File: src/rtl/mspt_regs.vh
`ifndef MSPT_REGS_VH
`define MSPT_REGS_VH

`define MSPT_ADDR_W 8
`define MSPT_OFS_CTRL 8'h00
`define MSPT_OFS_DURATION 8'h04
`define MSPT_OFS_ELAPSED 8'h08
`define MSPT_OFS_STATUS 8'h0C

`define MSPT_CTRL_MODE_LSB 0
`define MSPT_CTRL_MODE_MSB 2
`define MSPT_CTRL_RUNPOL_BIT 4
`define MSPT_CTRL_OUTPOL_BIT 5
`define MSPT_CTRL_RESET 32'h00000030

`define MSPT_MODE_OFF 3'h0
`define MSPT_MODE_PULSE 3'h1
`define MSPT_MODE_DELAY 3'h2
`define MSPT_MODE_ONESHOT 3'h3
`define MSPT_MODE_RETENTIVE 3'h4

`define MSPT_TIME_W 27
`define MSPT_DURATION_MAX 27'h5F5DD18
`define MSPT_DURATION_RESET 27'h0000000

`define MSPT_STAT_RUNNING_BIT 0
`define MSPT_STAT_OUT_BIT 1
`define MSPT_STAT_RUNIN_BIT 2
`define MSPT_STAT_MODEBAD_BIT 3

`define MSPT_TICK_NS 1000000
`define MSPT_CLK_NS 8
// one millisecond at the 8 ns clock
`define MSPT_TICK_CYCLES 17'h1E848
`define MSPT_PRESC_W 17

`endif

File: src/rtl/mspt_timer.v
// Notes on behaviour
// - decode five timer modes from selector
// - disabled mode holds output inactive
// - output polarity sets active level
// - active run edge starts pulse immediately
// - pulse ends when elapsed reaches duration
// - pulse ignores early run release
// - retrigger while running lengthens pulse
// - run polarity picks triggering edge
// - duration zero to 99999 s, ms steps
// - elapsed time zero after power-up
`timescale 1ns/1ns
`include "mspt_regs.vh"

module mspt_timer #(
   parameter [`MSPT_PRESC_W-1:0] TICK_CYCLES = `MSPT_TICK_CYCLES
)
(
   input wire clk,
   input wire rst_n,
   input wire [`MSPT_ADDR_W-1:0] paddr,
   input wire psel,
   input wire penable,
   input wire pwrite,
   input wire [31:0] pwdata,
   output reg [31:0] prdata,
   output reg pready,
   output reg pslverr,
   input wire runIn,
   output reg timerOut
);

   reg [2:0] mode_reg;
   reg runPol_reg;
   reg outPol_reg;
   reg [`MSPT_TIME_W-1:0] duration_reg;
   reg [`MSPT_TIME_W-1:0] elapsed_reg;
   reg [`MSPT_TIME_W-1:0] elapsed_next;
   reg [`MSPT_PRESC_W-1:0] presc_reg;
   reg [`MSPT_PRESC_W-1:0] presc_next;
   reg running_reg;
   reg running_next;
   reg runActPrev_reg;
   reg timerOut_next;
   reg runActive;
   reg trigger;
   reg modeKnown;
   reg [31:0] rdata_next;
   reg slverr_next;
   reg addrHit;
   reg [31:0] ctrlWord;
   reg [31:0] statWord;
   reg [`MSPT_TIME_W-1:0] wrDuration;
   wire apbAccess;
   wire apbDone;
   reg pulseSel;
   reg tickDue;
   reg durationHit;
   reg [`MSPT_PRESC_W-1:0] prescLast;
   reg [`MSPT_PRESC_W-1:0] prescInc;
   reg [`MSPT_TIME_W-1:0] elapsedInc;
   wire ctrlWrite;
   wire durWrite;

   // run state codes
   localparam [0:0] TMR_IDLE = 1'b0;
   localparam [0:0] TMR_RUN = 1'b1;

   assign apbAccess = psel & penable & ~pready;
   assign apbDone = psel & penable & pready;
   assign ctrlWrite = apbDone & pwrite & ~pslverr & (paddr == `MSPT_OFS_CTRL);
   assign durWrite = apbDone & pwrite & ~pslverr & (paddr == `MSPT_OFS_DURATION);

   always @*
   begin
      runActive = runPol_reg ? runIn : ~runIn;
      trigger = runActive & ~runActPrev_reg;
   end

   always @*
   begin
      case (mode_reg)
         `MSPT_MODE_OFF:
         begin
            modeKnown = 1'b1;
            pulseSel = 1'b0;
         end
         `MSPT_MODE_PULSE:
         begin
            modeKnown = 1'b1;
            pulseSel = 1'b1;
         end
         // delay, one-shot and retentive idle like off
         `MSPT_MODE_DELAY:
         begin
            modeKnown = 1'b1;
            pulseSel = 1'b0;
         end
         `MSPT_MODE_ONESHOT:
         begin
            modeKnown = 1'b1;
            pulseSel = 1'b0;
         end
         `MSPT_MODE_RETENTIVE:
         begin
            modeKnown = 1'b1;
            pulseSel = 1'b0;
         end
         default:
         begin
            modeKnown = 1'b0;
            pulseSel = 1'b0;
         end
      endcase
   end

   always @*
   begin
      prescLast = TICK_CYCLES - {{(`MSPT_PRESC_W-1){1'b0}}, 1'b1};
      prescInc = presc_reg + {{(`MSPT_PRESC_W-1){1'b0}}, 1'b1};
      elapsedInc = elapsed_reg + {{(`MSPT_TIME_W-1){1'b0}}, 1'b1};
      tickDue = (presc_reg == prescLast);
      durationHit = (elapsed_reg >= duration_reg);
   end

   // timer state step
   always @*
   begin
      running_next = running_reg;
      elapsed_next = elapsed_reg;
      presc_next = presc_reg;
      if (!pulseSel)
      begin
         running_next = TMR_IDLE;
         elapsed_next = {`MSPT_TIME_W{1'b0}};
         presc_next = {`MSPT_PRESC_W{1'b0}};
      end
      else
      begin
         case (running_reg)
            TMR_IDLE:
            begin
               if (trigger)
               begin
                  running_next = TMR_RUN;
                  elapsed_next = {`MSPT_TIME_W{1'b0}};
                  presc_next = {`MSPT_PRESC_W{1'b0}};
               end
            end
            TMR_RUN:
            begin
               if (trigger)
               begin
                  elapsed_next = {`MSPT_TIME_W{1'b0}};
                  presc_next = {`MSPT_PRESC_W{1'b0}};
               end
               else if (durationHit)
               begin
                  running_next = TMR_IDLE;
                  elapsed_next = {`MSPT_TIME_W{1'b0}};
                  presc_next = {`MSPT_PRESC_W{1'b0}};
               end
               else if (tickDue)
               begin
                  presc_next = {`MSPT_PRESC_W{1'b0}};
                  elapsed_next = elapsedInc;
               end
               else
               begin
                  presc_next = prescInc;
               end
            end
            default:
            begin
               running_next = TMR_IDLE;
            end
         endcase
      end
      timerOut_next = running_next ? outPol_reg : ~outPol_reg;
   end

   // register read and decode
   always @*
   begin
      ctrlWord = 32'h00000000;
      ctrlWord[`MSPT_CTRL_MODE_MSB:`MSPT_CTRL_MODE_LSB] = mode_reg;
      ctrlWord[`MSPT_CTRL_RUNPOL_BIT] = runPol_reg;
      ctrlWord[`MSPT_CTRL_OUTPOL_BIT] = outPol_reg;
      statWord = 32'h00000000;
      statWord[`MSPT_STAT_RUNNING_BIT] = running_reg;
      statWord[`MSPT_STAT_OUT_BIT] = timerOut;
      statWord[`MSPT_STAT_RUNIN_BIT] = runIn;
      statWord[`MSPT_STAT_MODEBAD_BIT] = ~modeKnown;
      addrHit = 1'b1;
      case (paddr)
         `MSPT_OFS_CTRL: rdata_next = ctrlWord;
         `MSPT_OFS_DURATION: rdata_next = {{(32-`MSPT_TIME_W){1'b0}}, duration_reg};
         `MSPT_OFS_ELAPSED: rdata_next = {{(32-`MSPT_TIME_W){1'b0}}, elapsed_reg};
         `MSPT_OFS_STATUS: rdata_next = statWord;
         default:
         begin
            rdata_next = 32'h00000000;
            addrHit = 1'b0;
         end
      endcase
      if (pwrite)
      begin
         rdata_next = 32'h00000000;
         addrHit = (paddr == `MSPT_OFS_CTRL) || (paddr == `MSPT_OFS_DURATION);
      end
      slverr_next = ~addrHit;
      if (pwdata[31:`MSPT_TIME_W] != {(32-`MSPT_TIME_W){1'b0}})
      begin
         wrDuration = `MSPT_DURATION_MAX;
      end
      else if (pwdata[`MSPT_TIME_W-1:0] > `MSPT_DURATION_MAX)
      begin
         wrDuration = `MSPT_DURATION_MAX;
      end
      else
      begin
         wrDuration = pwdata[`MSPT_TIME_W-1:0];
      end
   end

   // apb answer, one wait state
   always @(posedge clk)
   begin
      if (!rst_n)
      begin
         pready <= 1'b0;
         pslverr <= 1'b0;
         prdata <= 32'h00000000;
      end
      else
      begin
         pready <= apbAccess;
         pslverr <= apbAccess & slverr_next;
         prdata <= apbAccess ? rdata_next : 32'h00000000;
      end
   end

   // control fields
   always @(posedge clk)
   begin
      if (!rst_n)
      begin
         mode_reg <= `MSPT_MODE_OFF;
         runPol_reg <= 1'b1;
         outPol_reg <= 1'b1;
      end
      else if (ctrlWrite)
      begin
         mode_reg <= pwdata[`MSPT_CTRL_MODE_MSB:`MSPT_CTRL_MODE_LSB];
         runPol_reg <= pwdata[`MSPT_CTRL_RUNPOL_BIT];
         outPol_reg <= pwdata[`MSPT_CTRL_OUTPOL_BIT];
      end
   end

   always @(posedge clk)
   begin
      if (!rst_n)
      begin
         duration_reg <= `MSPT_DURATION_RESET;
      end
      else if (durWrite)
      begin
         duration_reg <= wrDuration;
      end
   end

   // elapsed time and prescaler
   always @(posedge clk)
   begin
      if (!rst_n)
      begin
         elapsed_reg <= {`MSPT_TIME_W{1'b0}};
         presc_reg <= {`MSPT_PRESC_W{1'b0}};
      end
      else
      begin
         elapsed_reg <= elapsed_next;
         presc_reg <= presc_next;
      end
   end

   // run state and edge history
   always @(posedge clk)
   begin
      if (!rst_n)
      begin
         running_reg <= TMR_IDLE;
         // active seen: a held input gives no edge
         runActPrev_reg <= 1'b1;
      end
      else
      begin
         running_reg <= running_next;
         runActPrev_reg <= runActive;
      end
   end

   // output register, reset level fits reset polarity
   always @(posedge clk)
   begin
      if (!rst_n)
      begin
         timerOut <= 1'b0;
      end
      else
      begin
         timerOut <= timerOut_next;
      end
   end

endmodule // mspt_timer

File: config.mk
export PLATFORM = sky130hd
export DESIGN_NAME = mspt_timer
export DESIGN_NICKNAME = d
export VERILOG_FILES = /design/src/rtl/mspt_timer.v
export VERILOG_INCLUDE_DIRS = /design/src /design/src/rtl
export SDC_FILE = /design/constraint.sdc
export NUM_CORES = 1
export LEC_CHECK = 0
export BUFFER_PORTS_ARGS = -buffer_cell sky130_fd_sc_hd__buf_2
export CORE_UTILIZATION = 55
export CTS_CLUSTER_SIZE = 30
export DETAILED_ROUTE_END_ITERATION = 7
export PLACE_DENSITY = 0.77
export SLEW_MARGIN = 20
export SYNTH_ARGS = -nofsm -noshare
export SYNTH_HDL_FRONTEND = slang
export SYNTH_SLANG_ARGS = --single-unit
File: constraint.sdc
create_clock -name clk -period 3.65 [get_ports clk]
set_input_delay 0.5475 -clock clk [delete_from_list [all_inputs] [get_ports clk]]
set_output_delay 0.5475 -clock clk [all_outputs]
set_load 0.005 [all_outputs]
# After elaboration in Yosys (flattened, before gate mapping)
# Index checks and enable logic that the tools add are counted.
# Widths: inputs -> output; s select.
[word_totals]
register_bits = 113
latchBits = 0
ramBits = 0
rom_bits = 0
out_inout_bits = 35
word_cells = 78
n_memories = 0
[op_classes]
n_addsub = 2
multipliers = 0
div = 0
order_cmp = 2
n_eq_ne = 10
shifts = 0
muxes = 24
n_bitwise = 19
n_reduce_logical = 9
[op_table]
columns = ["operator", "count"]
rows = [
  ["$mux 27", 6],
  ["$pmux 27 s4", 1],
  ["$mux 17", 4],
  ["$pmux 27 s2", 1],
  ["$pmux 17 s2", 1],
  ["$add 27x1->27 const B", 1],
  ["$ge 27x27->1", 1],
  ["$gt 27x27->1 const B", 1],
  ["$add 17x1->17 const B", 1],
  ["$eq 17x17->1 const B", 1],
  ["$eq 8x4->1 const B", 2],
  ["$mux 1", 10],
  ["$not 1->1", 10],
  ["$and 1x1->1", 9],
  ["$eq 8x3->1 const B", 1],
  ["$logic_not 8->1", 1],
  ["$eq 3x2->1 const B", 2],
  ["$reduce_bool 5->1", 1],
  ["$reduce_or 5->1", 1],
  ["$ne 4x2->1 const B", 1],
  ["$reduce_and 2->1", 2],
  ["$reduce_or 4->1", 1],
  ["$eq 3x1->1 const B", 1],
  ["$eq 3x3->1 const B", 1],
  ["5 further kinds", 5],
]

# Logic depth before layout (Yosys ltp)
[depth]
word_depth = 7
mapped_depth = 11

# Worst setup path after synthesis
# Ideal clock, no wire load.
[synth_timing]
kind = "flip-flop to flip-flop"
from = "register elapsed_reg[0]"
to = "register elapsed_reg[9]"
setup_ns = 0.074
arrival_time_ns = 2.481
t_required_ns = 3.576
path_slack_ns = 1.095
stages_incl_launch_ff = 11
path_buffers = 1
path_cell_list = "dfxtp_1 > inv_1 > ha_1 > nand2b_1 > nand3_1 > a211oi_1 > o311a_1 > or3_1 > clkbuf_2 > or4_1 > a31oi_1"
[synth_between]
elab_chain_cells = 5
[synth_rtl]
columns = ["item", "line", "source"]
rows = [
  ["start: declaration", "mspt_timer.v:37", "reg [`MSPT_TIME_W-1:0] elapsed_reg;"],
  ["start signal: assignment", "mspt_timer.v:277", "elapsed_reg <= {`MSPT_TIME_W{1'b0}};"],
  ["start signal: assignment", "mspt_timer.v:282", "elapsed_reg <= elapsed_next;"],
  ["$add 27x1->27", "mspt_timer.v:121", "elapsedInc = elapsed_reg + {{(`MSPT_TIME_W-1){1'b0}}, 1'b1};"],
  ["$mux 27", "mspt_timer.v:163", "else if (tickDue)"],
  ["$mux 27", "mspt_timer.v:157", "else if (durationHit)"],
  ["$mux 27", "mspt_timer.v:152", "if (trigger)"],
  ["$pmux 27 s2", "mspt_timer.v:140", "case (running_reg)"],
]
# Parallel ways exist; a longest one is shown, timed or not. The select of a mux whose other input is x is not followed.
# A chain may end at the register's enable or synchronous reset.

# Worst setup path in the final report
[layout_timing]
from = "register elapsed_reg[2]"
to = "register elapsed_reg[17]"
# The elaborated chain is that of the path after synthesis.

==> summary.txt <==
Setup path
  – Critical path required time: 3.96 ns
  – CP Max Fanout: 15
  – R2R setup slack: 0.43 ns
  – Worst setup EP type: flip-flop
  – Worst r2r path cells: 8
  – Reg-to-reg endpoint: elapsed_reg[17]$_SDFFE_PN0P_
  – Kind of critical path: flip-flop to flip-flop
  – Cells along the critical path: ha_1 -> a21oi_1 -> a211oi_1 -> o311a_1 -> nor3_2 -> buf_4 -> nand4_1 -> a31oi_1
  – Largest stage delay, worst path: 0.85 ns
  – CP arrival: 3.53 ns
  – Setup crit start kind: flip-flop
  – Crit-path slowest cell: nor3_2
  – Reg-to-Reg Start: elapsed_reg[2]$_SDFFE_PN0P_

Cells and area
  – Share of post-route cells with drive strength above 1: 0.182
  – Antenna diodes: 0
  – Layout area overhead: 11.1%
  – Commonest cells after routing, fill and taps aside: dfxtp_1 (108), buf_2 (75), nor2_1 (61)
  – # nets final: between 800 and 900
  – Commonest non-fill, non-tap cell in the layout: dfxtp_1

Timing
  – Fmax: 310 MHz
  – Count of final hold-check violations: 0
  – Min cycle time layout: 3.22 ns
  – Final WS setup: 0.429 ns
  – Unrepaired setup endpoints after global routing: no
  – Final setup violation count: 0
  – Final Max Tran Viols: 0
  – Period utilization: 0.882
  – Worst slew pin tran: 0.980 ns
  – Post-route setup TNS: 0 ns
  – Relative slew slack: 0.343
  – Setup Skew: 0.0140 ns

Synth
  – Seq/Total Area, Yosys: 0.375
  – XOR/XNOR Fraction of Synth Area: 0.00304
  – #FFs+latches synth: around 110
  – Mapped Area: roughly 5800 µm²
  – Synth Area in Simple Gates: 0.254
  – Syn Inst Count: between 600 and 700
  – Top FF cell, synth: dfxtp_1
  – Synth unique cells: 60
  – Adder-cell area share of the yosys netlist: 0.0629
  – Number of flops mapped to enable cells by yosys: 0
  – Synth async-reset ratio: 0
  – Mux cell area share after synthesis: 0.0447
  – Largest family of logic cells by synthesized area: simple AND/OR/NAND/NOR gates
  – Count of warnings emitted by yosys: 0
  – Synth Area in Compound Gates: 0.190
  – Average cell area after synthesis: 8.56 µm²

Power
  – Static leakage: 2.36 nW
  – Cell-internal power: about 1.5 mW
  – Seq pwr share: 0.588
  – Maximum VDD drop: 0.324 mV
  – Logic gate share of total power: 0.034
  – Switch Pwr: 0.460 mW
  – Power Dens Cells: around 310 nW/µm²
  – Net Sw Frac: 0.229
  – Clock share of power: 0.377

Detailed routing
  – Via count: around 5500
  – DRT met1 WL: 6630 µm
  – Pre-antenna DRT Iters: 5
  – Top Metal Used: met4
  – Routed Antenna Nets: 0
  – Met2 wire len: 7480 µm
  – Final WL: about 16000 µm
  – DRT iter0 DRCs: between 500 and 600
  – Routed vias/inst: 6.36
  – WL met3: ~1100 µm
  – DRC Markers: 0
  – WL/cell: 17.9 µm

Clock tree
  – H-tree Lvls: 3
  – Post-CTS setup buffer count: 0
  – CTS tree: done
  – Root buffer cell: clkbuf_8
  – Cts bufs inserted: 9
  – Clock slew at reported path FFs: between 0.1 and 0.15 ns
  – PostCTS Resize Cnt: 0
  – Cts hold-fix bufs: 0
  – Later-pin clock latency in the skew report: 0.39 ns
  – Clk buf depth: 2
  – Clock tree sinks: 108

Outcome
  – Status: finished clean

Placement
  – Routability Congestion: roughly 0.94
  – Dpl ws: roughly 0.53 ns
  – Buffers on Ports: 75
  – Hpwl dp: around 11000 µm

Global route
  – First-pass GRT wire length: around 26000 µm
  – Largest net degree at the start of global routing: 30
  – Grt ovf: 0
  – Gr usage total: 0.294
  – Antenna violations before repair: 0
  – Vias in the first global route: 5130

Floorplanning
  – Die height: 104 µm
  – Total die area: roughly 11000 µm²
  – Io pins: between 80 and 90
  – Row count: 37
  – Core area: 10200 µm²
  – Starting Density: 0.564
  – Die X: 104 µm

Job
  – Max-cap violation count: 0

Min path
  – Hold endpoint: duration_reg[17]$_SDFFE_PN0P_
  – Hold-critical path depth: 2
  – Hold Crit Class: input pin to flip-flop
  – Hold_sp: pwdata[17]
-- power groups by stage --
stage               Combinational [mW]  Sequential, mW  Clock (mW)
finish                          0.0690            1.18       0.757
global route                    0.0739            1.18       0.814
CTS                             0.0674            1.18       0.765
detailed placement              0.0669            1.21           0
global placement                0.0655            1.21           0
floorplan                       0.0302            1.21           0
-- critical path: cells and delay by family, from the launching register on --
| kind | cells | cell delay (ns) |
|---|---|---|
| AOI/OAI and AO/OA | 4 | 1.00 |
| and+or+nand+nor | 2 | 0.97 |
| DFF | 1 | 0.52 |
| buffers and inverters | 1 | 0.34 |
| adders and majority gates | 1 | 0.31 |
-- synth_stat cells (10+ instances only) --
| library cell | n | area, µm² |
|---|---|---|
| inv_1 | 42 | 158 |
| a21oi_1 | 32 | 160 |
| a31oi_1 | 10 | 62.6 |
| dfxtp_1 | 108 | 2160 |
| or4_1 | 12 | 90.1 |
| nand4_1 | 19 | 119 |
| nor3_1 | 15 | 75.1 |
| a32o_1 | 11 | 110 |
| o21ai_0 | 17 | 85.1 |
| nand2_1 | 55 | 206 |
| nor2_1 | 61 | 229 |
| nand3_1 | 42 | 210 |
| nor4_1 | 10 | 62.6 |
| a22oi_1 | 22 | 165 |
| ha_1 | 29 | 363 |
| and3_1 | 11 | 68.8 |
| o221a_2 | 16 | 180 |
| mux2i_1 | 19 | 190 |
| clkbuf_1 | 27 | 101 |
-- kinds of logic (layout without fill, tap and decap cells) --
group / after synthesis / in the layout
DFF: 108 / 108
other: 1 / 5
muxes: 22 / 22
adders and majority gates: 29 / 29
and+or+nand+nor: 274 / 274
buffers and inverters: 89 / 148
AOI/OAI and AO/OA: 149 / 149
xor gates and xnor gates: 2 / 2
-- how the worst max path moves through the flow --
stage / endpoint / start
6_report: elapsed_reg[17]$_SDFFE_PN0P_ / elapsed_reg[2]$_SDFFE_PN0P_
2_1_floorplan: elapsed_reg[9]$_SDFFE_PN0P_ / elapsed_reg[0]$_SDFFE_PN0P_
5_1_grt: elapsed_reg[23]$_SDFFE_PN0P_ / elapsed_reg[18]$_SDFFE_PN0P_
4_1_cts: elapsed_reg[17]$_SDFFE_PN0P_ / elapsed_reg[0]$_SDFFE_PN0P_
3_5_place_dp: elapsed_reg[17]$_SDFFE_PN0P_ / elapsed_reg[0]$_SDFFE_PN0P_
3_3_place_gp: duration_reg[20]$_SDFFE_PN0P_ / paddr[7]
-- routing by layer --
layer / track usage / up-vias
li1: - / 2612
met1: 0.379 / 2632
met2: 0.483 / 264
met3: 0.0445 / 41
met4: 0.134 / 0
met5: 0 / -
-- layout make-up --
class | count | area (µm²)
clock buffers | 11 | 141
fillers | 853 | 3820
clock inverters | 5 | 60.1
inverters | 42 | 158
multi-input cells | 481 | 3230
repair buffers | 90 | 488
well taps | 136 | 170
flip-flops and latches | 108 | 2160
-- metrics by stage --
step / hold WS (ns) / area [µm²] / utilization / std cells / power [mW]
floorplan: 0.446 / 5780 / - / 678 / 1.24
global placement: 0.461 / 6200 / 0.606 / 857 / 1.27
detailed placement: 0.472 / 6210 / 0.607 / 857 / 1.27
CTS: 0.409 / 6410 / 0.626 / 873 / 2.01
global route: 0.421 / 6410 / 0.626 / 873 / 2.07
finish: 0.421 / 6410 / 0.626 / 873 / 2.01
(Power assumes the default switching activity.)
